===== src/inc/srre_regs.vh =====
`ifndef SRRE_REGS_VH
`define SRRE_REGS_VH

// opcodes handled here
`define SRRE_OP_PUSH 8'hc0
`define SRRE_OP_SUB_EXIT 8'h22
`define SRRE_OP_INT_EXIT 8'h32
`define SRRE_OP_ROT_LEFT 8'h23

// execution states
`define SRRE_ST_IDLE 2'h0
`define SRRE_ST_PUSH_WR 2'h1
`define SRRE_ST_POP_LO 2'h2

// reset values
`define SRRE_SP_RESET 8'h07
`define SRRE_PC_RESET 16'h0000
`define SRRE_ACC_RESET 8'h00
`define SRRE_PSW_RESET 8'h00
`define SRRE_LVL_RESET 2'h0

`endif


===== src/hw/srre_sp_step.v =====
// eight-bit stack pointer step, plus or minus one
module srre_sp_step (
    input wire [7:0] value,
    input wire up,
    output wire [7:0] result
);
    // modulo 256 wrap falls out of the 8-bit width
    // wrap modulo 256
    assign result = up ? value + 8'h01 : value - 8'h01;
endmodule // srre_sp_step


===== src/hw/srre_exec.v =====
`include "srre_regs.vh"

// execution unit for push, the two exits and rotate left
module srre_exec (
    // core clock
    input wire clk,
    // asynchronous reset, active low
    input wire nrst,
    // instruction offered by the decoder
    input wire instr_valid,
    // opcode byte
    input wire [7:0] instr_opcode,
    // second byte: direct address for push
    input wire [7:0] instr_operand,
    // unit can take an instruction
    output wire instr_ready,
    // one-cycle pulse when an instruction retires
    output reg exec_done,
    // one-cycle pulse for an opcode not handled here
    output reg exec_unsupported,
    // core loads the stack pointer
    input wire sp_load,
    // value for a stack pointer load
    input wire [7:0] sp_load_value,
    // core loads the program counter
    input wire pc_load,
    // value for a program counter load
    input wire [15:0] pc_load_value,
    // core loads the accumulator
    input wire acc_load,
    // value for an accumulator load
    input wire [7:0] acc_load_value,
    // core loads the status word
    input wire psw_load,
    // value for a status word load
    input wire [7:0] psw_load_value,
    // current stack pointer
    output reg [7:0] stack_pointer,
    // current program counter
    output reg [15:0] program_counter,
    // current accumulator
    output reg [7:0] acc,
    // current status word
    output reg [7:0] program_status_word,
    // pulse: fetch from fetch_addr
    output reg fetch_valid,
    // address of the next fetch
    output reg [15:0] fetch_addr,
    // internal ram address, combinational
    output reg [7:0] ram_addr,
    // internal ram write strobe, combinational
    output reg ram_wr,
    // internal ram write data
    output reg [7:0] ram_wdata,
    // internal ram read data, same cycle as ram_addr
    input wire [7:0] ram_rdata,
    // level of the interrupt in service
    input wire [1:0] isr_level,
    // pulse: re-arm interrupts at rearm_level
    output reg irq_rearm,
    // priority level being re-armed
    output reg [1:0] rearm_level,
    // a core instruction outside this unit retired
    input wire core_instr_done,
    // level: interrupt service must wait
    output reg irq_hold
);

    // execution state
    reg [1:0] state;
    // next execution state
    reg [1:0] next_state;
    // byte captured in the first cycle
    reg [7:0] held_byte;
    // the running pop belongs to interrupt exit
    reg pop_is_int;
    // stack pointer step direction
    reg sp_up;
    // stack pointer after one step
    wire [7:0] sp_stepped;
    // instruction accepted this cycle
    wire take;

    assign instr_ready = (state == `SRRE_ST_IDLE);
    assign take = instr_valid & instr_ready;

    // single adder for all stack pointer moves
    srre_sp_step u_sp_step (
        .value(stack_pointer),
        .up(sp_up),
        .result(sp_stepped)
    );

    // next state decode
    always @* begin
        next_state = state;
        case (state)
            // first cycle of a two-cycle instruction
            `SRRE_ST_IDLE: begin
                if (take) begin
                    if (instr_opcode == `SRRE_OP_PUSH) begin
                        next_state = `SRRE_ST_PUSH_WR;
                    end else if (instr_opcode == `SRRE_OP_SUB_EXIT ||
                                 instr_opcode == `SRRE_OP_INT_EXIT) begin
                        next_state = `SRRE_ST_POP_LO;
                    end
                end
            end
            // second cycles always return to idle
            `SRRE_ST_PUSH_WR: begin
                next_state = `SRRE_ST_IDLE;
            end
            `SRRE_ST_POP_LO: begin
                next_state = `SRRE_ST_IDLE;
            end
            default: begin
                next_state = `SRRE_ST_IDLE;
            end
        endcase
    end

    // ram port and step direction
    always @* begin
        ram_addr = stack_pointer;
        ram_wr = 1'b0;
        ram_wdata = held_byte;
        sp_up = 1'b0;
        case (state)
            `SRRE_ST_IDLE: begin
                // push reads its source by direct address
                if (take && instr_opcode == `SRRE_OP_PUSH) begin
                    ram_addr = instr_operand;
                    sp_up = 1'b1;
                end
            end
            `SRRE_ST_PUSH_WR: begin
                ram_addr = stack_pointer;
                ram_wr = 1'b1;
                ram_wdata = held_byte;
                sp_up = 1'b1;
            end
            // pop of the low byte at the lowered pointer
            `SRRE_ST_POP_LO: begin
                ram_addr = stack_pointer;
            end
            default: begin
                ram_addr = stack_pointer;
            end
        endcase
    end

    // state register
    always @(posedge clk or negedge nrst) begin
        if (!nrst) begin
            state <= `SRRE_ST_IDLE;
        end else begin
            state <= next_state;
        end
    end

    // stack pointer register
    always @(posedge clk or negedge nrst) begin
        if (!nrst) begin
            stack_pointer <= `SRRE_SP_RESET;
        end else if (state == `SRRE_ST_IDLE && take) begin
            if (instr_opcode == `SRRE_OP_PUSH) begin
                stack_pointer <= sp_stepped;
            end else if (instr_opcode == `SRRE_OP_SUB_EXIT ||
                         instr_opcode == `SRRE_OP_INT_EXIT) begin
                stack_pointer <= sp_stepped;
            end
        end else if (state == `SRRE_ST_POP_LO) begin
            stack_pointer <= sp_stepped;
        end else if (state == `SRRE_ST_IDLE && sp_load) begin
            // core load only in idle and when no instruction is taken this cycle
            stack_pointer <= sp_load_value;
        end
    end

    // byte held between the two cycles
    always @(posedge clk or negedge nrst) begin
        if (!nrst) begin
            held_byte <= 8'h00;
            pop_is_int <= 1'b0;
        end else if (take) begin
            held_byte <= ram_rdata;
            pop_is_int <= (instr_opcode == `SRRE_OP_INT_EXIT);
        end
    end

    // program counter and fetch request
    always @(posedge clk or negedge nrst) begin
        if (!nrst) begin
            program_counter <= `SRRE_PC_RESET;
            fetch_valid <= 1'b0;
            fetch_addr <= `SRRE_PC_RESET;
        end else begin
            fetch_valid <= 1'b0;
            if (state == `SRRE_ST_POP_LO) begin
                program_counter <= {held_byte, ram_rdata};
                fetch_valid <= 1'b1;
                fetch_addr <= {held_byte, ram_rdata};
            end else if (pc_load) begin
                program_counter <= pc_load_value;
            end
        end
    end

    // accumulator
    always @(posedge clk or negedge nrst) begin
        if (!nrst) begin
            acc <= `SRRE_ACC_RESET;
        end else if (take && instr_opcode == `SRRE_OP_ROT_LEFT) begin
            acc <= {acc[6:0], acc[7]};
        end else if (acc_load) begin
            acc <= acc_load_value;
        end
    end

    // status word: only the core ever writes it
    always @(posedge clk or negedge nrst) begin
        if (!nrst) begin
            program_status_word <= `SRRE_PSW_RESET;
        end else if (psw_load) begin
            program_status_word <= psw_load_value;
        end
    end

    // retire and unsupported pulses
    always @(posedge clk or negedge nrst) begin
        if (!nrst) begin
            exec_done <= 1'b0;
            exec_unsupported <= 1'b0;
        end else begin
            exec_done <= 1'b0;
            exec_unsupported <= 1'b0;
            if (state == `SRRE_ST_PUSH_WR || state == `SRRE_ST_POP_LO) begin
                // two-cycle instructions retire here
                exec_done <= 1'b1;
            end else if (take) begin
                if (instr_opcode == `SRRE_OP_ROT_LEFT) begin
                    exec_done <= 1'b1;
                end else if (instr_opcode != `SRRE_OP_PUSH &&
                             instr_opcode != `SRRE_OP_SUB_EXIT &&
                             instr_opcode != `SRRE_OP_INT_EXIT) begin
                    exec_unsupported <= 1'b1;
                end
            end
        end
    end

    // interrupt re-arm pulse with its level
    always @(posedge clk or negedge nrst) begin
        if (!nrst) begin
            irq_rearm <= 1'b0;
            rearm_level <= `SRRE_LVL_RESET;
        end else begin
            irq_rearm <= 1'b0;
            if (state == `SRRE_ST_POP_LO && pop_is_int) begin
                irq_rearm <= 1'b1;
                rearm_level <= isr_level;
            end
        end
    end

    // hold service until one more instruction retires
    always @(posedge clk or negedge nrst) begin
        if (!nrst) begin
            irq_hold <= 1'b0;
        end else if (state == `SRRE_ST_POP_LO && pop_is_int) begin
            irq_hold <= 1'b1;
        end else if ((core_instr_done || exec_done) && !irq_rearm) begin
            // next retire, not the exit's own
            irq_hold <= 1'b0;
        end
    end

endmodule // srre_exec


===== config.mk =====
export PLATFORM = sky130hd
export DESIGN_NAME = srre_exec
export DESIGN_NICKNAME = d
export VERILOG_FILES = /design/src/hw/srre_sp_step.v /design/src/hw/srre_exec.v
export VERILOG_INCLUDE_DIRS = /design/src /design/src/inc
export SDC_FILE = /design/constraint.sdc
export NUM_CORES = 1
export LEC_CHECK = 0
export ABC_AREA = 1
export BUFFER_PORTS_ARGS = -buffer_cell sky130_fd_sc_hd__clkbuf_2
export CAP_MARGIN = 10
export CORE_MARGIN = 3
export CORE_UTILIZATION = 52
export DETAILED_ROUTE_END_ITERATION = 10
export PLACE_DENSITY_LB_ADDON = 0.2
export RECOVER_POWER = 50
export SLEW_MARGIN = 10
export SYNTH_ARGS = -nofsm -noshare
export SYNTH_HDL_FRONTEND = slang
export SYNTH_SLANG_ARGS = --single-unit

===== constraint.sdc =====
create_clock -name clk -period 5.1 [get_ports clk]
set_input_delay 1.02 -clock clk [delete_from_list [all_inputs] [get_ports clk]]
set_output_delay 1.02 -clock clk [all_outputs]
set_load 0.02 [all_outputs]

Word-level counts from Yosys, hierarchy flattened
Index checks and enable logic that the tools add are counted.
{"block": "totals", "elab_cells": 78, "ff_bits": 74}
{"block": "classes", "bitwise": 1, "muxes": 30, "n_addsub": 2, "eq_ne": 12, "reduce_logical": 19}
{"op": "2-to-1 mux 8 bit", "n": 10}
{"op": "2-to-1 mux 16 bit", "n": 2}
{"op": "== test 8 x 6 -> 1 bit (second input constant)", "n": 3}
{"op": "inequality test 8 x 6 -> 1 bit (second input constant)", "n": 2}
{"op": "2-to-1 mux 1 bit", "n": 13}
{"op": "adder 8 x 1 -> 8 bit (second input constant)", "n": 1}
{"op": "== test 8 bit (second input constant)", "n": 1}
{"op": "logical AND 1 bit", "n": 8}
{"op": "2-to-1 mux 2 bit", "n": 4}
{"op": "inequality test 8 bit (second input constant)", "n": 1}
{"op": "subtractor 8 x 1 -> 8 bit (second input constant)", "n": 1}
{"op": "nonzero test 2 bit", "n": 3}
{"op": "AND reduction 2 bit", "n": 2}
{"op": "logical OR 1 bit", "n": 3}
{"op": "inequality test 3 x 1 -> 1 bit (second input constant)", "n": 1}
{"op": "inequality test 3 x 2 -> 1 bit (second input constant)", "n": 1}
{"op": "nonzero test 3 bit", "n": 1}
{"op": "== test 2 x 1 -> 1 bit (second input constant)", "n": 1}
{"op": "== test 2 bit (second input constant)", "n": 1}
{"op": "zero test 2 bit", "n": 1}
{"op": "inequality test 2 x 1 -> 1 bit (second input constant)", "n": 1}
{"op": "case mux 1 bit (2 select lines)", "n": 1}
{"op": "bitwise AND 1 bit", "n": 1}
{"op": "zero test 1 bit", "n": 1}

Logic depth before layout (Yosys ltp)
{"block": "logic_depth", "ltp_word": 9, "ltp_mapped": 18, "ltp_nobuf": 18}

Hierarchy
Synthesis repeated with hierarchy kept, for this count alone.
{"block": "hier_totals", "hier_cells": 446, "hier_area_um2": 3717.3}
{"mod": "srre_exec", "seq_area_each_um2": 1855.5, "cells_per_inst": 391, "area_each_um2": 3397.0, "instances": 1}
{"mod": "srre_sp_step", "seq_area_each_um2": 0.0, "cells_per_inst": 55, "area_each_um2": 320.3, "instances": 1}

Least setup slack after synthesis
OpenSTA, ideal clock, no wires.
{"block": "synth_path", "path_kind": "input to output", "from": "input port instr_opcode[5]", "to": "output port ram_addr[0]", "required_time_ns": 4.080, "arrival_time_ns": 2.113, "path_stages": 7, "slack_ns": 1.967, "cell_sequence": "inv_1 nand2_1 nor2_1 nand3_1 buf_4 clkinv_1 o21ai_0"}
{"block": "synth_between", "elab_chain_cells": 4}
{"item": "start: declaration", "line_no": "srre_exec.v:12", "rtl": "input wire [7:0] instr_opcode,"}
{"item": "== test 8 bit (no line)"}
{"item": "logical AND 1 bit (no line)"}
{"item": "2-to-1 mux 8 bit", "line_no": "srre_exec.v:131", "rtl": "if (take && instr_opcode == `SRRE_OP_PUSH) begin"}
{"item": "2-to-1 mux 8 bit", "line_no": "srre_exec.v:128", "rtl": "case (state)"}
{"item": "end: declaration", "line_no": "srre_exec.v:50", "rtl": "output reg [7:0] ram_addr,"}
Every way passes these cells.

Final worst setup path
{"block": "layout_path", "from": "input port instr_valid", "to": "output port ram_addr[0]"}
{"block": "layout_between", "elab_chain_cells": 4}
{"item": "start: declaration", "line_no": "srre_exec.v:10", "rtl": "input wire instr_valid,"}
{"item": "bitwise AND 1 bit", "line_no": "srre_exec.v:85", "rtl": "assign take = instr_valid & instr_ready;"}
{"item": "logical AND 1 bit (no line)"}
{"item": "2-to-1 mux 8 bit", "line_no": "srre_exec.v:131"}
{"item": "2-to-1 mux 8 bit", "line_no": "srre_exec.v:128"}
Every way passes these cells.

==> reports/results.ini <==
[worst_setup_path]
startpoint=instr_valid
critPathRequiredTime_ns=4.08
timing.rr.start=state[0]
critPathArrivalTime_ns=2.95
critPathMaxFanout=12
critPathKind=primary input to output pin
start_kind=primary input
crit_path_end_kind=output pin

[final_layout]
most-common-layout-cells=nand2_1 (165), clkbuf_2 (137), dfrtp_1 (71)
stdcell_area_um2=4640
final_util_pct=70.3
diodes=0
area_growth_syn_to_layout_pct=26.5
fill_cells=575
mostFrequentLayoutCell=nand2_1
nets=674
layout-drive-gt1-share_pct=31.2

[clock_network]
clk_path_buf_depth=2
cts_root_buf=clkbuf_8
clk_latency_ns=0.35
cts_setup_buffers=0
tritoncts=yes
cts_made_buffers=9
clk_pin_slew_ns=0.07
postCtsHoldBufs=0
cts.sinks=74
cts-htree-levels=3
cts_resized=0

[synth]
syn_area_um2=3670
synth_area_leader_cell=dfrtp_1
syn_area_per_cell_um2=8.36
synth_top_area_share_pct=48.4
syn_nets=525
synth_cell_types=32
yosys_warnings=0
synth_top_cells_by_area=dfrtp_1 (48%), nand2_1 (17%), nand3_1 (4.6%), inv_1 (4.3%), ha_1 (3.7%)
ys_seq_area_share_pct=50.5
ys_ff_latch=74
synthCells=439

[detailed_routing]
wl_per_cell_um=13.9
dr.pass1.iters=6
dr_total_vias=3461
vias_per_cell=5.05
drt_wl_total_mm=9.51
drt_iter0_drc=148
drtAntennaViolNets=0
drc=0

[outcome]
violations=capacitance limit, slew limit
outcome=complete, but fails checks

[pwr]
power_density_nw_per_um2=521
peakVddDrop_mv=0.312
power.leakage_nw=2.62

[die]
die_w_um=90.0
rows=29
start_util_pct=55.6
die_area_um2=8100
die_h_um=90.0
core_area_um2=6600
pin_count=155

[flow_run]
maxCapViolCount=1

[grt]
grt-ovfl-total=0
grt_pass1_wl_mm=16.1
grt_max_degree=75
grtUsageTotal_pct=24.3
antenna_found_initial=0
grt_pass1_vias=3359

[sta]
drv_slew=75
final.setup.tns_ns=0
tightestPinTransition_ns=1.81
post-route-period-util_pct=77.8
rsz0062_at_grt=false
hold_viol=0
min_period_ns=3.97
setup_violations=0
fmaxAchievable_ghz=0.252
slew-limit-headroom_pct=-21.0
skew_ns=0.0109

[worst_hold_path]
hold_class=flop to flop
hold_path_startpoint=fetch_addr[9]

[place]
gp_congestion=0.909
placed_area_um2=4470
dp.final_hpwl_mm=7.11
port_buffers=154

==> area by class of cell <==
class / count / area (µm²) / area share (%)
clock buffer: 10 / 138 / 2.96
clock inverter: 6 / 72.6 / 1.56
inverter: 51 / 191 / 4.12
multi-input combinational: 298 / 1520 / 32.8
sequential: 74 / 1860 / 40.0
tap: 93 / 116 / 2.51
timing repair buffer: 154 / 749 / 16.1
==> kinds of logic (layout without fill, tap and decap cells) <==
family	after synthesis	after routing	share of synthesized area [%]
multiplexers	9	9	2.76
XOR/XNOR	1	1	0.239
flip-flops	74	74	50.5
AND/OR/NAND/NOR	230	230	26.6
buffers and inverters	67	221	7.80
adder cells (fa/ha/maj)	12	12	4.29
AO/OA/AOI/OAI	46	46	7.74
==> Yosys cell counts, drive strengths merged <==
library cell,n
nand2,168
o21ai,22
or2,5
inv,50
mux2,9
o211ai,17
ha,11
clkbuf,6
nor3,3
xnor2,1
o31ai,1
nor2,17
a21oi,6
dfrtp,71
clkinv,1
nand3,36
buf,10
fa,1
nor3b,1
dfstp,3
==> stage by stage <==
stage / total power [mW] / setup WS (ns) / std cells / hold slack, ns
2_1_floorplan: 1.60 / 1.97 / 439 / 0.453
3_3_place_gp: 1.93 / 1.35 / 670 / 0.456
3_5_place_dp: 1.96 / 1.22 / 670 / 0.458
4_1_cts: 2.44 / 1.20 / 686 / 0.478
5_1_grt: 2.59 / 0.853 / 686 / 0.518
6_report: 2.42 / 1.13 / 686 / 0.476
==> registers in the layout (all words and copies together), names as in the netlist <==
name	cells
fetch_valid	1
irq_rearm	1
exec_unsupported	1
ram_wdata	8
irq_hold	1
program_status_word	8
acc	8
program_counter	16
stack_pointer	8
exec_done	1
state	2
pop_is_int	1
fetch_addr	16
rearm_level	2
==> per-layer routing <==
layer,GRT usage [%],vias up,routed length (µm)
met5,0,-,0
met4,6.89,0,81
met3,4.01,9,606
met2,41.8,138,4850
met1,31.7,1622,3970
li1,-,1692,-
==> critical path, stage by stage <==
cell      delay [ns]
clkbuf_2        0.09
nand2_1         0.28
inv_1           0.31
nand3_1         0.40
clkinv_1        0.39
o21ai_0         0.26
clkbuf_2        0.20
==> where the power goes <==
group / internal [mW] / switching (mW) / leakage (nW)
logic: 0.360 / 0.689 / 1.62
clock network: 0.245 / 0.237 / 0.103
registers: 0.757 / 0.130 / 0.900
==> path summary, 6_finish.rpt <==
check                           cells after the start                     end  slack, ns
worst min register to register                      2           fetch_addr[9]       0.48
worst max-delay path                                7             ram_addr[0]       1.13
worst max register to register                     15        stack_pointer[5]       1.54
max in group asynchronous                           1        stack_pointer[4]       2.86
min in group asynchronous                           1  program_status_word[5]       1.14
worst min-delay path                                2           fetch_addr[9]       0.48
Power figures use the tool's default switching activity.
